## src/rtl/iwd_pkg.sv

```systemverilog
`default_nettype none

package iwd_pkg;

  // ----------------------------------------------------------------
  // Word and field layout
  // ----------------------------------------------------------------
  localparam int WORD_W      = 14;
  localparam int CLASS_LSB   = 12;
  localparam int CLASS_W     = 2;
  localparam int NIB_LSB     = 8;
  localparam int NIB_W       = 4;
  localparam int FILE_LSB    = 0;
  localparam int FILE_W      = 7;
  localparam int DEST_POS    = 7;
  localparam int BIT_LSB     = 7;
  localparam int BIT_W       = 3;
  localparam int BITOP_LSB   = 10;
  localparam int BITOP_W     = 2;
  localparam int LIT8_W      = 8;
  localparam int LIT11_W     = 11;
  localparam int GOTO_POS    = 11;
  localparam int DATA_W      = 8;

  localparam logic [FILE_W-1:0] FILE_FIRST = 7'h00;
  localparam logic [FILE_W-1:0] FILE_LAST  = 7'h7f;

  // ----------------------------------------------------------------
  // Instruction classes
  // ----------------------------------------------------------------
  localparam logic [CLASS_W-1:0] CLASS_BYTE    = 2'h0;
  localparam logic [CLASS_W-1:0] CLASS_BIT     = 2'h1;
  localparam logic [CLASS_W-1:0] CLASS_CONTROL = 2'h2;
  localparam logic [CLASS_W-1:0] CLASS_LITERAL = 2'h3;

  // ----------------------------------------------------------------
  // Byte and bit operation codes
  // ----------------------------------------------------------------
  localparam logic [NIB_W-1:0] NIB_MOVE_ACC = 4'h0;
  localparam logic [NIB_W-1:0] NIB_CLEAR    = 4'h1;
  localparam logic [NIB_W-1:0] NIB_SUB      = 4'h2;
  localparam logic [NIB_W-1:0] NIB_DEC      = 4'h3;
  localparam logic [NIB_W-1:0] NIB_OR       = 4'h4;
  localparam logic [NIB_W-1:0] NIB_AND      = 4'h5;
  localparam logic [NIB_W-1:0] NIB_XOR      = 4'h6;
  localparam logic [NIB_W-1:0] NIB_ADD      = 4'h7;
  localparam logic [NIB_W-1:0] NIB_MOVE     = 4'h8;
  localparam logic [NIB_W-1:0] NIB_COMP     = 4'h9;
  localparam logic [NIB_W-1:0] NIB_INC      = 4'ha;
  localparam logic [NIB_W-1:0] NIB_DEC_SKIP = 4'hb;
  localparam logic [NIB_W-1:0] NIB_ROT_R    = 4'hc;
  localparam logic [NIB_W-1:0] NIB_ROT_L    = 4'hd;
  localparam logic [NIB_W-1:0] NIB_SWAP     = 4'he;
  localparam logic [NIB_W-1:0] NIB_INC_SKIP = 4'hf;

  localparam logic [BITOP_W-1:0] BITOP_CLEAR      = 2'h0;
  localparam logic [BITOP_W-1:0] BITOP_SET        = 2'h1;
  localparam logic [BITOP_W-1:0] BITOP_TEST_CLEAR = 2'h2;
  localparam logic [BITOP_W-1:0] BITOP_TEST_SET   = 2'h3;

  // ----------------------------------------------------------------
  // Sequencer
  // ----------------------------------------------------------------
  localparam int PHASES  = 4;
  localparam int PHASE_W = 2;
  localparam logic [PHASE_W-1:0] PHASE_FIRST = 2'h0;
  localparam logic [PHASE_W-1:0] PHASE_LAST  = 2'h3;

  localparam logic [WORD_W-1:0] WORD_NOP = 14'h0000;

  typedef enum logic [4:0] {
    OP_NOP,
    OP_MOVE_ACC_TO_FILE,
    OP_CLEAR,
    OP_SUB,
    OP_DEC,
    OP_OR_ACC_WITH_FILE,
    OP_AND,
    OP_XOR,
    OP_ADD,
    OP_MOVE_FILE,
    OP_COMPLEMENT,
    OP_INC,
    OP_DECREMENT_SKIP_ZERO,
    OP_ROTATE_RIGHT_CARRY,
    OP_ROTATE_LEFT_CARRY,
    OP_SWAP,
    OP_INC_SKIP_ZERO,
    OP_BIT_CLEAR,
    OP_BIT_SET,
    OP_BIT_TEST_CLEAR,
    OP_BIT_TEST_SET,
    OP_LITERAL,
    OP_CALL,
    OP_GOTO
  } iwd_op_t;

endpackage

`default_nettype wire

```

## src/rtl/iwd_qseq.sv

```systemverilog
`default_nettype none

module iwd_qseq #(
  parameter int                         PHASES  = 4,
  parameter int                         PHASE_W = 2,
  parameter logic [PHASE_W-1:0]         FIRST   = 2'h0,
  parameter logic [PHASE_W-1:0]         LAST    = 2'h3
) (
  input  wire logic               clk,
  input  wire logic               nrst,
  output logic [PHASE_W-1:0]      phase,
  output logic                    cyc_start,
  output logic                    cyc_end
);

  // ----------------------------------------------------------------
  // Phase counter
  // ----------------------------------------------------------------
  logic [PHASE_W-1:0] phase_r;
  logic [PHASE_W-1:0] phase_nxt;

  always_comb begin
    if (phase_r == LAST) begin
      phase_nxt = FIRST;
    end else begin
      phase_nxt = phase_r + PHASE_W'(1);
    end
  end

  always_ff @(posedge clk) begin
    if (!nrst) begin
      phase_r <= FIRST;
    end else begin
      phase_r <= phase_nxt;
    end
  end

  assign phase     = phase_r;
  assign cyc_start = (phase_r == FIRST);
  assign cyc_end   = (phase_r == LAST);

endmodule

`default_nettype wire

```

## src/rtl/iwd_decoder.sv

```systemverilog
`default_nettype none

module iwd_decoder (
  input  wire logic                          CLK,
  input  wire logic                          NRST,
  input  wire logic [iwd_pkg::WORD_W-1:0]    INSTR_WORD,
  input  wire logic                          COND_TRUE,
  output logic [iwd_pkg::PHASE_W-1:0]        Q_PHASE,
  output logic                               CYCLE_START,
  output logic                               CYCLE_END,
  output logic [iwd_pkg::CLASS_W-1:0]        OP_CLASS,
  output iwd_pkg::iwd_op_t                   ALU_OP,
  output logic [iwd_pkg::FILE_W-1:0]         FILE_ADDR,
  output logic                               WRITE_ACC,
  output logic                               WRITE_FILE,
  output logic [iwd_pkg::BIT_W-1:0]          BIT_SEL,
  output logic [iwd_pkg::DATA_W-1:0]         BIT_MASK,
  output logic [iwd_pkg::LIT8_W-1:0]         LITERAL8,
  output logic [iwd_pkg::LIT11_W-1:0]        LITERAL11,
  output logic                               FLAG_Z_WE,
  output logic                               FLAG_C_WE,
  output logic                               FLAG_DC_WE,
  output logic                               SKIP_CAND,
  output logic                               PC_LOAD,
  output logic                               FORCED_NOP
);

  // ----------------------------------------------------------------
  // Cycle sequencer
  // ----------------------------------------------------------------
  logic                        cyc_start;
  logic                        cyc_end;
  logic [iwd_pkg::PHASE_W-1:0] phase;

  iwd_qseq #(
    .PHASES  (iwd_pkg::PHASES),
    .PHASE_W (iwd_pkg::PHASE_W),
    .FIRST   (iwd_pkg::PHASE_FIRST),
    .LAST    (iwd_pkg::PHASE_LAST)
  ) u_qseq (
    .clk       (CLK),
    .nrst      (NRST),
    .phase     (phase),
    .cyc_start (cyc_start),
    .cyc_end   (cyc_end)
  );

  // ----------------------------------------------------------------
  // Field split
  // ----------------------------------------------------------------
  logic [iwd_pkg::WORD_W-1:0]  word;
  logic [iwd_pkg::CLASS_W-1:0] w_class;
  logic [iwd_pkg::NIB_W-1:0]   w_nib;
  logic [iwd_pkg::FILE_W-1:0]  w_file;
  logic                        w_dest;
  logic [iwd_pkg::BIT_W-1:0]   w_bit;
  logic [iwd_pkg::BITOP_W-1:0] w_bitop;
  logic                        flush;

  assign word    = flush ? iwd_pkg::WORD_NOP : INSTR_WORD;
  assign w_class = word[iwd_pkg::CLASS_LSB +: iwd_pkg::CLASS_W];
  assign w_nib   = word[iwd_pkg::NIB_LSB +: iwd_pkg::NIB_W];
  assign w_file  = word[iwd_pkg::FILE_LSB +: iwd_pkg::FILE_W];
  assign w_dest  = word[iwd_pkg::DEST_POS];
  assign w_bit   = word[iwd_pkg::BIT_LSB +: iwd_pkg::BIT_W];
  assign w_bitop = word[iwd_pkg::BITOP_LSB +: iwd_pkg::BITOP_W];

  // ----------------------------------------------------------------
  // Operation decode
  // ----------------------------------------------------------------
  iwd_pkg::iwd_op_t op_nxt;
  logic             wacc_nxt;
  logic             wfile_nxt;
  logic             fz_nxt;
  logic             fc_nxt;
  logic             fdc_nxt;
  logic             skip_nxt;
  logic             pcl_nxt;

  always_comb begin
    op_nxt    = iwd_pkg::OP_NOP;
    wacc_nxt  = 1'b0;
    wfile_nxt = 1'b0;
    fz_nxt    = 1'b0;
    fc_nxt    = 1'b0;
    fdc_nxt   = 1'b0;
    skip_nxt  = 1'b0;
    pcl_nxt   = 1'b0;
    case (w_class)
      iwd_pkg::CLASS_BYTE: begin
        wacc_nxt  = ~w_dest;
        wfile_nxt = w_dest;
        case (w_nib)
          iwd_pkg::NIB_MOVE_ACC: begin
            // Low bits ignored while destination bit is clear
            if (w_dest) begin
              op_nxt = iwd_pkg::OP_MOVE_ACC_TO_FILE;
            end else begin
              op_nxt    = iwd_pkg::OP_NOP;
              wacc_nxt  = 1'b0;
            end
          end
          iwd_pkg::NIB_CLEAR: begin
            op_nxt = iwd_pkg::OP_CLEAR;
            fz_nxt = 1'b1;
          end
          iwd_pkg::NIB_SUB: begin
            op_nxt  = iwd_pkg::OP_SUB;
            fz_nxt  = 1'b1;
            fc_nxt  = 1'b1;
            fdc_nxt = 1'b1;
          end
          iwd_pkg::NIB_DEC: begin
            op_nxt = iwd_pkg::OP_DEC;
            fz_nxt = 1'b1;
          end
          iwd_pkg::NIB_OR: begin
            op_nxt = iwd_pkg::OP_OR_ACC_WITH_FILE;
            fz_nxt = 1'b1;
          end
          iwd_pkg::NIB_AND: begin
            op_nxt = iwd_pkg::OP_AND;
            fz_nxt = 1'b1;
          end
          iwd_pkg::NIB_XOR: begin
            op_nxt = iwd_pkg::OP_XOR;
            fz_nxt = 1'b1;
          end
          iwd_pkg::NIB_ADD: begin
            op_nxt  = iwd_pkg::OP_ADD;
            fz_nxt  = 1'b1;
            fc_nxt  = 1'b1;
            fdc_nxt = 1'b1;
          end
          iwd_pkg::NIB_MOVE: begin
            op_nxt = iwd_pkg::OP_MOVE_FILE;
            fz_nxt = 1'b1;
          end
          iwd_pkg::NIB_COMP: begin
            op_nxt = iwd_pkg::OP_COMPLEMENT;
            fz_nxt = 1'b1;
          end
          iwd_pkg::NIB_INC: begin
            op_nxt = iwd_pkg::OP_INC;
            fz_nxt = 1'b1;
          end
          iwd_pkg::NIB_DEC_SKIP: begin
            op_nxt   = iwd_pkg::OP_DECREMENT_SKIP_ZERO;
            skip_nxt = 1'b1;
          end
          iwd_pkg::NIB_ROT_R: begin
            op_nxt = iwd_pkg::OP_ROTATE_RIGHT_CARRY;
            fc_nxt = 1'b1;
          end
          iwd_pkg::NIB_ROT_L: begin
            op_nxt = iwd_pkg::OP_ROTATE_LEFT_CARRY;
            fc_nxt = 1'b1;
          end
          iwd_pkg::NIB_SWAP: begin
            op_nxt = iwd_pkg::OP_SWAP;
          end
          iwd_pkg::NIB_INC_SKIP: begin
            op_nxt   = iwd_pkg::OP_INC_SKIP_ZERO;
            skip_nxt = 1'b1;
          end
          default: begin
            op_nxt = iwd_pkg::OP_NOP;
          end
        endcase
      end
      iwd_pkg::CLASS_BIT: begin
        case (w_bitop)
          iwd_pkg::BITOP_CLEAR: begin
            op_nxt    = iwd_pkg::OP_BIT_CLEAR;
            wfile_nxt = 1'b1;
          end
          iwd_pkg::BITOP_SET: begin
            op_nxt    = iwd_pkg::OP_BIT_SET;
            wfile_nxt = 1'b1;
          end
          iwd_pkg::BITOP_TEST_CLEAR: begin
            op_nxt   = iwd_pkg::OP_BIT_TEST_CLEAR;
            skip_nxt = 1'b1;
          end
          default: begin
            op_nxt   = iwd_pkg::OP_BIT_TEST_SET;
            skip_nxt = 1'b1;
          end
        endcase
      end
      iwd_pkg::CLASS_CONTROL: begin
        op_nxt  = word[iwd_pkg::GOTO_POS] ? iwd_pkg::OP_GOTO : iwd_pkg::OP_CALL;
        pcl_nxt = 1'b1;
      end
      default: begin
        op_nxt   = iwd_pkg::OP_LITERAL;
        wacc_nxt = 1'b1;
      end
    endcase
  end

  // ----------------------------------------------------------------
  // Second-cycle flush
  // ----------------------------------------------------------------
  logic flush_r;

  assign flush = ~flush_r & ((SKIP_CAND & COND_TRUE) | PC_LOAD);

  always_ff @(posedge CLK) begin
    if (!NRST) begin
      flush_r <= 1'b0;
    end else if (cyc_end) begin
      flush_r <= flush;
    end
  end

  // ----------------------------------------------------------------
  // Decoded outputs, loaded once per instruction cycle
  // ----------------------------------------------------------------
  always_ff @(posedge CLK) begin
    if (!NRST) begin
      OP_CLASS   <= iwd_pkg::CLASS_BYTE;
      ALU_OP     <= iwd_pkg::OP_NOP;
      FILE_ADDR  <= iwd_pkg::FILE_FIRST;
      WRITE_ACC  <= 1'b0;
      WRITE_FILE <= 1'b0;
      BIT_SEL    <= '0;
      BIT_MASK   <= '0;
      LITERAL8   <= '0;
      LITERAL11  <= '0;
      FLAG_Z_WE  <= 1'b0;
      FLAG_C_WE  <= 1'b0;
      FLAG_DC_WE <= 1'b0;
      SKIP_CAND  <= 1'b0;
      PC_LOAD    <= 1'b0;
      FORCED_NOP <= 1'b0;
    end else if (cyc_end) begin
      OP_CLASS   <= w_class;
      ALU_OP     <= op_nxt;
      FILE_ADDR  <= w_file;
      WRITE_ACC  <= wacc_nxt;
      WRITE_FILE <= wfile_nxt;
      BIT_SEL    <= w_bit;
      BIT_MASK   <= iwd_pkg::DATA_W'(1) << w_bit;
      LITERAL8   <= word[iwd_pkg::LIT8_W-1:0];
      LITERAL11  <= word[iwd_pkg::LIT11_W-1:0];
      FLAG_Z_WE  <= fz_nxt;
      FLAG_C_WE  <= fc_nxt;
      FLAG_DC_WE <= fdc_nxt;
      SKIP_CAND  <= skip_nxt;
      PC_LOAD    <= pcl_nxt;
      FORCED_NOP <= flush;
    end
  end

  assign Q_PHASE     = phase;
  assign CYCLE_START = cyc_start;
  assign CYCLE_END   = cyc_end;

endmodule

`default_nettype wire

```

## config.mk

```make
export PLATFORM = sky130hd
export DESIGN_NAME = iwd_decoder
export DESIGN_NICKNAME = d
export VERILOG_FILES = /design/src/rtl/iwd_pkg.sv /design/src/rtl/iwd_qseq.sv /design/src/rtl/iwd_decoder.sv
export SDC_FILE = /design/constraint.sdc
export NUM_CORES = 1
export LEC_CHECK = 0
export BUFFER_PORTS_ARGS = -buffer_cell sky130_fd_sc_hd__buf_4
export CELL_PAD_IN_SITES_DETAIL_PLACEMENT = 1
export CELL_PAD_IN_SITES_GLOBAL_PLACEMENT = 1
export CORE_ASPECT_RATIO = 0.75
export CORE_UTILIZATION = 37
export DETAILED_ROUTE_END_ITERATION = 8
export PLACE_DENSITY_LB_ADDON = 0.1
export SLEW_MARGIN = 10
export SYNTH_ARGS = -nofsm -noshare
export SYNTH_HDL_FRONTEND = slang
export SYNTH_HIERARCHICAL = 1
export SYNTH_SLANG_ARGS = --single-unit
```

## constraint.sdc

```tcl
create_clock -name CLK -period 4.78 [get_ports CLK]
set_input_delay 0.956 -clock CLK [delete_from_list [all_inputs] [get_ports CLK]]
set_output_delay 0.956 -clock CLK [all_outputs]
set_load 0.01 [all_outputs]
```

==> results of run 1 <==
-- final cells by class --
cell class              count  share of cell area (%)
flip-flops and latches     36                    29.7
multi-input cells         148                    39.1
inverters                   9                    1.39
repair buffers             74                    22.9
clock inverters             2                   0.413
well taps                  60                    3.10
clock buffers               6                    3.41
-- layer usage --
metal	GRT usage [%]	vias up	routed length, um
met5	0	-	0
met3	4.13	8	330
met4	8.26	0	80
met1	28.4	878	2530
li1	-	869	-
met2	30.4	66	2360
-- synthesized netlist by cell type, types with 7 or more instances --
master | number | area (um^2)
dfxtp_1 | 36 | 721
clkbuf_1 | 9 | 33.8
inv_1 | 9 | 33.8
nor2_1 | 7 | 26.3
nand2_1 | 24 | 90.1
buf_2 | 7 | 35.0
nor2b_1 | 11 | 68.8
a21boi_0 | 15 | 113
buf_4 | 19 | 143
nand3_1 | 12 | 60.1
o21ai_0 | 14 | 70.1
ha_1 | 7 | 87.6
-- power groups by stage --
stage	registers (mW)	clock network, mW	logic [mW]
4_1_cts	0.320	0.235	0.122
3_3_place_gp	0.326	0	0.120
6_report	0.319	0.230	0.121
3_5_place_dp	0.326	0	0.122
5_1_grt	0.321	0.256	0.134
2_1_floorplan	0.330	0	0.0710
-- stage by stage --
step / worst slack (ps) / power (mW)
global placement: 2140 / 0.446
CTS: 2340 / 0.677
finish: 2310 / 0.671
floorplan: 2220 / 0.401
global route: 2150 / 0.710
detailed placement: 2010 / 0.448
-- worst max-delay path by stage --
stage | start | endpoint | depth (start not counted)
floorplan | COND_TRUE | ALU_OP[1]$_SDFFE_PN0P_ | 9
global placement | COND_TRUE | ALU_OP[1]$_SDFFE_PN0P_ | 7
detailed placement | COND_TRUE | ALU_OP[1]$_SDFFE_PN0P_ | 7
CTS | COND_TRUE | ALU_OP[1]$_SDFFE_PN0P_ | 7
global route | COND_TRUE | ALU_OP[1]$_SDFFE_PN0P_ | 7
finish | COND_TRUE | ALU_OP[1]$_SDFFE_PN0P_ | 7
-- flip-flops by register name (all words and copies together), names as in the netlist, 2 cells and up --
name          count
u_qseq/phase      2
BIT_SEL           2
BIT_MASK          8
OP_CLASS          2
LITERAL11         2
ALU_OP            5
FILE_ADDR         6
-- worst min-delay path, delay by kind of cell (launching register included) --
kind	cells	cell delay [ps]
compound gates	1	60
simple gates	1	60
flops	1	310
-- kinds of logic (layout without fill, tap and decap cells) --
family | Yosys count | after routing | share of synthesized area, %
XOR/XNOR | 2 | 2 | 0.912
adder cells (fa/ha/maj) | 7 | 7 | 4.56
multiplexers | 1 | 1 | 0.521
buffers and inverters | 46 | 91 | 13.2
AND/OR/NAND/NOR | 77 | 77 | 21.0
AO/OA/AOI/OAI | 61 | 61 | 22.3
flip-flops | 36 | 36 | 37.5
==> impl_results.md, run 1 <==
- Status: complete, no violations
- Power share of the clock group: 34.3%
- Gr usage total: about a fifth
- GRT overflow: 0
- Worst R2R Start: u_qseq/phase[0]$_SDFF_PP0_
- Core area: 4950 um^2
- Slew HR: 49.0%
- Worst setup SP type: primary input
- Post-synthesis async set-or-reset flop share: 0%
- Peak VDD IR: about 0.00011 V
- ANT cells: 0
- Synth unique cells: 44
- Reg clk slew, reported paths: approximately 70 ps
- Post-route insts no fill: about 340
- Part of the cycle the worst path needs: between 50 and 60%
- CTS tree: yes
- Largest net degree at the start of global routing: 40
- Final Hold Viols: 0
- Ports: 73
- Cell internal pwr: between 0.4 and 0.5 mW
- Yosys synthesis warning count: 6
- Fillers: 621
- Placer Congestion: 0.839
- Clk_lat worst skew: around 300 ps
- Hold path startpoint: BIT_MASK[7]$_SDFFE_PN0P_
- HPWL Detailed: around 3.7 mm
- Die Wd: 85.2 um
- Area growth from synthesis to final layout: 26.3%
- Worst hold stages: 2
- Final Critical Period: 2470 ps
- Die area: around 5500 um^2
- Power Dens Cells: between 200 and 300 nW/um^2
- Final setup vio count: 0
- Area of the multi-input gates: about 950 um^2
- Combinational share of power: approximately 18%
- Sequential power share: between 40 and 50%
- Mapped Nets: around 250
- Final instance area: 2420 um^2
- Number of synthesized flops with an enable pin: 0
- MaxCap Viol Count: 0
- RSZ-0062 raised after global routing: false
- Placed Cells: about 330
- Switching power: around 0.19 mW
- Initial DRT Pass Iterations: 4
- Synthesized flop and latch total: 36
- Max frequency: ~400 MHz
- First DRT Iteration DRCs: 70
- Hold_ws: about 480 ps
- CP max stage cell: ha_1
- Wirelength per Cell: around 16 um
- Syn Inst Count: between 200 and 250
- Drt via density: ~5.4
- ANT nets after route: 0
- Layout net count: approximately 300
- Crit path cell chain: buf_4, a21oi_4, o21ai_0, ha_1, o21ai_0, nand4b_1, o31ai_1
- Post-layout util: approximately 49%
- CTS resizes: 0
- # port buffers: 72
- Clock buffer depth: 2
- Mapped Area: 1920 um^2
- Final wirelength: between 5 and 6 mm
- Rows: 22
- Die Ht: roughly 64 um
- FF-to-FF End: BIT_MASK[5]$_SDFFE_PN0P_
- Vias in the first global route: between 1.5k and 2k
- Root Buffer: clkbuf_8
- Vias: around 1.8k
- Sequential area share after synthesis: between 30% and 40%
- Max FO, Critical Path: 9
- Net Sw Frac: between 20% and 30%
- Initial core utilization: between 30% and 40%
- WS Path Type: in -> reg
- Leak: slightly above 1 nW
- Clock Skews: 11.3 ps
- Setup bufs post-CTS: 0
- Final TNS setup: 0 ps
- Initial antenna violation count: 0
- DRC viols: 0
- Synthesized area per cell: 8.35 um^2
- Cts bufs inserted: 5
- Critical Path Most Common Cell: o21ai_0
- Endpoint class of the critical path: flop
- Reg area: around 720 um^2
- Post-DP Area: between 2000 and 2500 um^2
- WHS Endpoint: BIT_MASK[7]$_SDFFE_PN0P_
- Min-delay worst type: reg -> reg
- Max-slew violation count: 0
- Share of layout cells above drive strength 1: a little over 30%
- First-pass GRT wire length: 8.56 mm
- Most frequent cells in the layout: buf_4 (74), dfxtp_1 (36), nand2_1 (24)
- CTS hold repair buffers: 0
- CTS HTree Levels: 2
- Cell family with most CP delay: compound AO/OA/AOI/OAI gates
- CP Buf/Inv Count: 1
- R2R depth: 5
- Worst Path Arrival: approximately 2700 ps
- R2R setup slack: around 2500 ps
- Flip-flop cell with the highest count after synthesis: dfxtp_1
- Largest stage delay, worst path: about 420 ps
- Least-Margin Pin Slew: 764 ps
- Clock Sink Count: 36
- Required @ worst endpoint: 4990 ps
- Most common cell after layout, fill and taps aside: buf_4
No activity file was read; power rests on OpenSTA's default activity.
==> run 2: changes to the inputs <==
--- a/config.mk
+++ b/config.mk
@@ -9,7 +9,7 @@
 export CELL_PAD_IN_SITES_DETAIL_PLACEMENT = 1
 export CELL_PAD_IN_SITES_GLOBAL_PLACEMENT = 1
 export CORE_ASPECT_RATIO = 0.75
-export CORE_UTILIZATION = 37
+export CORE_UTILIZATION = 31
 export DETAILED_ROUTE_END_ITERATION = 8
 export PLACE_DENSITY_LB_ADDON = 0.1
 export SLEW_MARGIN = 10
==> constraint.sdc (replaced) <==
create_clock -name CLK -period 2.2 [get_ports CLK]
set_input_delay 0.44 -clock CLK [delete_from_list [all_inputs] [get_ports CLK]]
set_output_delay 0.44 -clock CLK [all_outputs]
set_load 0.01 [all_outputs]
==> run 2 against run 1 <==
  * Setup slack got worse by 2100 ps
  * Non-clock buffer count rose by 3
  * Combinational power rose by 120%
  * Global-route usage fell by 2.7 points
  * First-iteration DRC count rose by 43%
  * Highest routed layer unchanged
==> impl_results.md, run 2 (synthesis gave the netlist of run 1 again) <==
- Slew HR: 72.2% (+23 points)
- Largest stage delay, worst path: 410 ps (about the same)
- DRC viols: 0 (unchanged)
- Dpl ws: 150 ps (-1860 ps)
- # port buffers: 72 (unchanged)
- Largest net degree at the start of global routing: 40 (unchanged)
- WS Path Type: reg -> out
- First-pass GRT wire length: 8.99 mm (+5.0%)
- Post-route insts no fill: 356 (+6.3%)
- First DRT Iteration DRCs: 100 (+43%)
- Power Dens Cells: 623 nW/um^2 (+130%)
- Die area: 6520 um^2 (+19%)
- Critical Path Most Common Cell: buf_4
- Endpoint class of the critical path: output pin
- Final worst slack: 224 ps (-2090 ps)
- Die Wd: 92.9 um (+9.0%)
- Wirelength per Cell: 15.1 um (-4.8%)
- Placer Congestion: 0.843 (+0.50%)
- Largest registers: BIT_MASK: 8 flops, FILE_ADDR: 6 flops, ALU_OP: 5 flops
- Area growth from synthesis to final layout: 29.6%
- Max-slew violation count: 0 (unchanged)
- CTS HTree Levels: 2 (unchanged)
- CP max stage cell: dfxtp_1
- RSZ-0062 raised after global routing: false
- Share of layout cells above drive strength 1: 31.3% (+0.75 points)
- Most common cell after layout, fill and taps aside: buf_4
- Final setup vio count: 0 (unchanged)
- Cell family with most CP delay: buffers and inverters
- Power Total: 1.55 mW (+130%)
- Final Critical Period: 1980 ps
- Number of flip-flops under the largest register name: 8 (unchanged)
- GRT overflow: 0 (unchanged)
- Final TNS setup: 0 ps (unchanged)
- CTS hold repair buffers: 0 (unchanged)
- Drt via density: 5.01 (-7.9%)
- Layout net count: 301 (+1.0%)
- Required @ worst endpoint: 1760 ps (-3230 ps)
- Final wirelength: 5.36 mm (+1.2%)
- Worst Path Arrival: 1540 ps (-1140 ps)
- Core area: 5890 um^2 (+19%)
- Part of the cycle the worst path needs: 89.8%
- Rows: 24 (+9.1%)
- Gr usage total: 17.6% (-2.7 points)
- Max FO, Critical Path: 21 (+12)
- Worst setup SP type: flop
- Final Hold Viols: 0 (unchanged)
- Most frequent cells in the layout: buf_4 (77), dfxtp_1 (36), nand2_1 (24)
- Initial DRT Pass Iterations: 6 (+2)
- Min-delay worst type: in -> reg
- Clock Skews: 5.20 ps (-6.08 ps)
- CTS tree: yes
- Root Buffer: clkbuf_8
- Clk_lat worst skew: 290 ps (about the same)
- Reg clk slew, reported paths: 80 ps (about the same)
- Die Ht: 70.2 um (+9.0%)
- Peak VDD IR: 0.000264 V (+150%)
- ANT nets after route: 0 (unchanged)
- Leak: 1.05 nW (+1.8%)
- ANT cells: 0 (unchanged)
- Max frequency: between 500 and 600 MHz
- Initial core utilization: 32.6% (-6.1 points)
- Clock buffer depth: 2 (unchanged)
- CP Buf/Inv Count: 2 (+1)
- Clock Sink Count: 36 (unchanged)
- Most flops, register: BIT_MASK
- Initial antenna violation count: 0 (unchanged)
- Ports: 73 (unchanged)
- Vias in the first global route: 1785 (+7.7%)
- Vias: 1783 (-2.1%)
- Placed Cells: 348 (+6.4%)
- Status: complete, no violations
- MaxCap Viol Count: 0 (unchanged)
- Cts bufs inserted: 5 (unchanged)
- HPWL Detailed: 3.79 mm (+3.5%)
- Crit path cell chain: ha_1, buf_4, buf_4
- Least-Margin Pin Slew: 412 ps (-352 ps)
- Post-layout util: 42.3% (-6.7 points)
## run 2: worst reg2reg max path: stages, from the launching register on
cell	delay, ps
dfxtp_1	420
a21oi_4	130
or2_1	240
nand2_1	120
inv_1	80
ha_1	250
nor2_1	180
nand4b_1	150
o31ai_1	290
## run 2: power by group
part           switching, mW  internal (mW)  leakage [nW]  total [mW]
Clock                  0.251          0.335        0.0541       0.586
Sequential            0.0173          0.675         0.291       0.692
Combinational          0.147          0.124         0.706       0.271
## run 2: layer usage
layer | track usage, % | vias up | part of all wire [%]
met5 | 0 | - | 0
met4 | 4.79 | 0 | 0.99
met3 | 3.81 | 4 | 5.8
met2 | 26.4 | 61 | 44
met1 | 25.3 | 841 | 49
li1 | - | 877 | -
## run 2: area by class of cell
class                   count  area, um^2
clock buffers               5        68.8
clock inverters             3        42.5
fillers                   727        3400
inverters                   9        33.8
multi-input cells         148         947
flip-flops and latches     36         721
well taps                  78        97.6
repair buffers             77         578
## run 2: timing repair
item,4_1_cts,5_1_grt
gates resized for setup,0,2
setup endpoints to repair,0,1
hold endpoints to repair,0,0
buffers inserted,0,0
## run 2: stage by stage
stage                     cell area, um^2  hold WS [ps]
after floorplan                      1920           484
after global placement               2380           452
after detailed placement             2380           469
after CTS                            2490           429
after global routing                 2490           431
final                                2490           434
## run 2: worst paths after layout
path,from,slack (ps),endpoint,depth (start not counted)
max reg2reg,SKIP_CAND$_SDFFE_PN0P_,250,ALU_OP[1]$_SDFFE_PN0P_,8
max,u_qseq/phase[0]$_SDFF_PP0_,220,CYCLE_END,3
min reg2reg,OP_CLASS[0]$_SDFFE_PN0P_,480,OP_CLASS[0]$_SDFFE_PN0P_,2
min,INSTR_WORD[6],430,LITERAL8[6]$_SDFFE_PN0P_,3
==> run 3: changes to the inputs <==
--- a/config.mk
+++ b/config.mk
@@ -9,7 +9,7 @@
 export CELL_PAD_IN_SITES_DETAIL_PLACEMENT = 1
 export CELL_PAD_IN_SITES_GLOBAL_PLACEMENT = 1
 export CORE_ASPECT_RATIO = 0.75
-export CORE_UTILIZATION = 31
+export CORE_UTILIZATION = 37
 export DETAILED_ROUTE_END_ITERATION = 8
 export PLACE_DENSITY_LB_ADDON = 0.1
 export SLEW_MARGIN = 10
==> constraint.sdc (replaced) <==
create_clock -name CLK -period 2.3 [get_ports CLK]
set_input_delay 0.46 -clock CLK [delete_from_list [all_inputs] [get_ports CLK]]
set_output_delay 0.46 -clock CLK [all_outputs]
set_load 0.01 [all_outputs]
==> run 3 against run 2 <==
  * Register-to-register slack improved by 50 ps
  * Final cell count decreased by 5.1%
  * Worst hold slack improved by 11 ps
  * Critical path depth increased by 3
  * Design area increased by 0.20%
  * Flip-flop and latch count unchanged
  * Critical path type is now reg -> reg
  * Sequential power decreased by 4.2%
  * Count of clock-buffer cells in the layout increased by 2
  * Power decreased by 0.66%
  * First-iteration DRC count decreased by 39%
  * Combinational power decreased by 4%
  * Clock skew decreased by 3.2 ps
==> impl_results.md, run 3 (synthesis gave the netlist of run 1 again) <==
- Status: complete, no violations
- Placer Congestion: 0.866 (+2.8%)
- Area of the multi-input gates: 947 um^2 (unchanged)
- Final TNS setup: 0 ps (unchanged)
- Final wirelength: 5.31 mm (-1.0%)
- Die Ht: 64.4 um (-8.2%)
- Slew HR: 64.5% (-7.7 points)
- Leak: 1.06 nW (+1.2%)
- Wirelength per Cell: 15.7 um (+4.2%)
- Rows: 22 (-8.3%)
- ANT nets after route: 0 (unchanged)
- Most flops, register: BIT_MASK
- Peak VDD IR: 0.000345 V (+31%)
- Final Hold Viols: 0 (unchanged)
- Least-Margin Pin Slew: 532 ps (+120 ps)
- Hold_ws: 445 ps (+11.0 ps)
- CTS resizes: 0 (unchanged)
- First-pass GRT wire length: 8.50 mm (-5.5%)
- Clk_lat worst skew: 290 ps (about the same)
- Cts bufs inserted: 5 (unchanged)
- MaxCap Viol Count: 0 (unchanged)
- Die area: 5490 um^2 (-16%)
- Core area: 4950 um^2 (-16%)
- Most frequent cells in the layout: buf_4 (76), dfxtp_1 (36), nand2_1 (24)
- Clock buffer depth: 2 (unchanged)
- Min-delay worst type: in -> reg
- Final Critical Period: 2000 ps
- Root Buffer: clkbuf_8
- ANT cells: 0 (unchanged)
- Placed Cells: 330 (-5.2%)
- CTS HTree Levels: 2 (unchanged)
- Part of the cycle the worst path needs: just under 90%
- Ports: 73 (unchanged)
- Max-slew violation count: 0 (unchanged)
- Layout net count: 301 (unchanged)
- Post-route insts no fill: 338 (-5.1%)
- WS Path Type: reg -> reg
- Clock Sink Count: 36 (unchanged)
- Clock Skews: 1.96 ps (-3.24 ps)
- Max FO, Critical Path: 9 (-57%)
- Largest registers: BIT_MASK: 8 flops, FILE_ADDR: 6 flops, ALU_OP: 5 flops
- Most common cell after layout, fill and taps aside: buf_4
- Initial antenna violation count: 0 (unchanged)
- Initial DRT Pass Iterations: 4 (-2)
- DRC viols: 0 (unchanged)
- Vias: 1779 (-0.22%)
- Worst setup SP type: flop
- Area growth from synthesis to final layout: 29.8%
- Reg clk slew, reported paths: 70 ps (about the same)
- Initial core utilization: 38.8% (+6.1 points)
- Drt via density: 5.26 (+5.1%)
- Final worst slack: 304 ps (+79.9 ps)
- CTS hold repair buffers: 0 (unchanged)
- Worst Path Arrival: 2200 ps (+660 ps)
- Setup bufs post-CTS: 0 (unchanged)
- Max frequency: 501 MHz
- Fillers: 599 (-18%)
- Power Total: 1.54 mW (-0.66%)
- # port buffers: 72 (unchanged)
- Endpoint class of the critical path: flop
- Gr usage total: 20.4% (+2.8 points)
- First DRT Iteration DRCs: 61 (-39%)
- Vias in the first global route: 1652 (-7.5%)
- Final setup vio count: 0 (unchanged)
- Share of layout cells above drive strength 1: 31.3% (unchanged)
- CTS tree: yes
- Die Wd: 85.2 um (-8.3%)
- GRT overflow: 0 (unchanged)
- Reg area: 721 um^2 (unchanged)
- Power Dens Cells: 617 nW/um^2 (-0.86%)
- HPWL Detailed: 3.63 mm (-4.2%)
- Largest net degree at the start of global routing: 40 (unchanged)
- RSZ-0062 raised after global routing: false
- Dpl ws: 143 ps (-6.54 ps)
- Number of flip-flops under the largest register name: 8 (unchanged)
- Required @ worst endpoint: 2510 ps (+750 ps)
-- run 3: cell types whose count changed in the layout (fill, tap and decap cells not counted), sizes merged --
| cell | previous run | this run |
|---|---|---|
| clkinv | 1 | 0 |
| clkbuf | 5 | 7 |
| clkinvlp | 1 | 0 |
-- run 3: cell type report --
type | instances | share of cell area (%)
repair buffers | 77 | 23.7
clock inverters | 1 | 1.20
flip-flops and latches | 36 | 28.9
clock buffers | 7 | 3.86
inverters | 9 | 1.35
well taps | 60 | 3.01
multi-input cells | 148 | 38.0
-- run 3: power by group --
group | switching (mW) | internal (mW)
combinational | 0.140 | 0.121
clock | 0.232 | 0.383
sequential | 0.0170 | 0.646
total | 0.390 | 1.15
-- run 3: metrics by stage --
step | instance area, um^2 | utilization, %
3_3_place_gp | 2370 | 47.8
4_1_cts | 2490 | 50.3
6_report | 2490 | 50.3
5_1_grt | 2490 | 50.3
3_5_place_dp | 2370 | 47.8
2_1_floorplan | 1920 | -
-- run 3: worst max-delay path, stage by stage (launching register included) --
cell	delay, ps
dfxtp_1	400
a21oi_4	110
o21ai_0	410
ha_1	250
o21ai_0	190
nand4b_1	280
o31ai_1	270
-- run 3: per-layer routing --
metal	vias up	wire length [um]	track usage, %
met5	-	0	0
met1	841	2560	27.5
met4	0	51	5.30
met2	56	2360	31.7
met3	7	335	6.20
li1	875	-	-
-- run 3: path summary, 6_finish.rpt --
check / startpoint / end / slack, ps / cells after the start
max: SKIP_CAND$_SDFFE_PN0P_ / ALU_OP[1]$_SDFFE_PN0P_ / 300 / 6
min: INSTR_WORD[0] / FILE_ADDR[0]$_SDFFE_PN0P_ / 440 / 3
max reg2reg: SKIP_CAND$_SDFFE_PN0P_ / ALU_OP[1]$_SDFFE_PN0P_ / 300 / 6
min reg2reg: BIT_MASK[3]$_SDFFE_PN0P_ / BIT_MASK[3]$_SDFFE_PN0P_ / 470 / 2
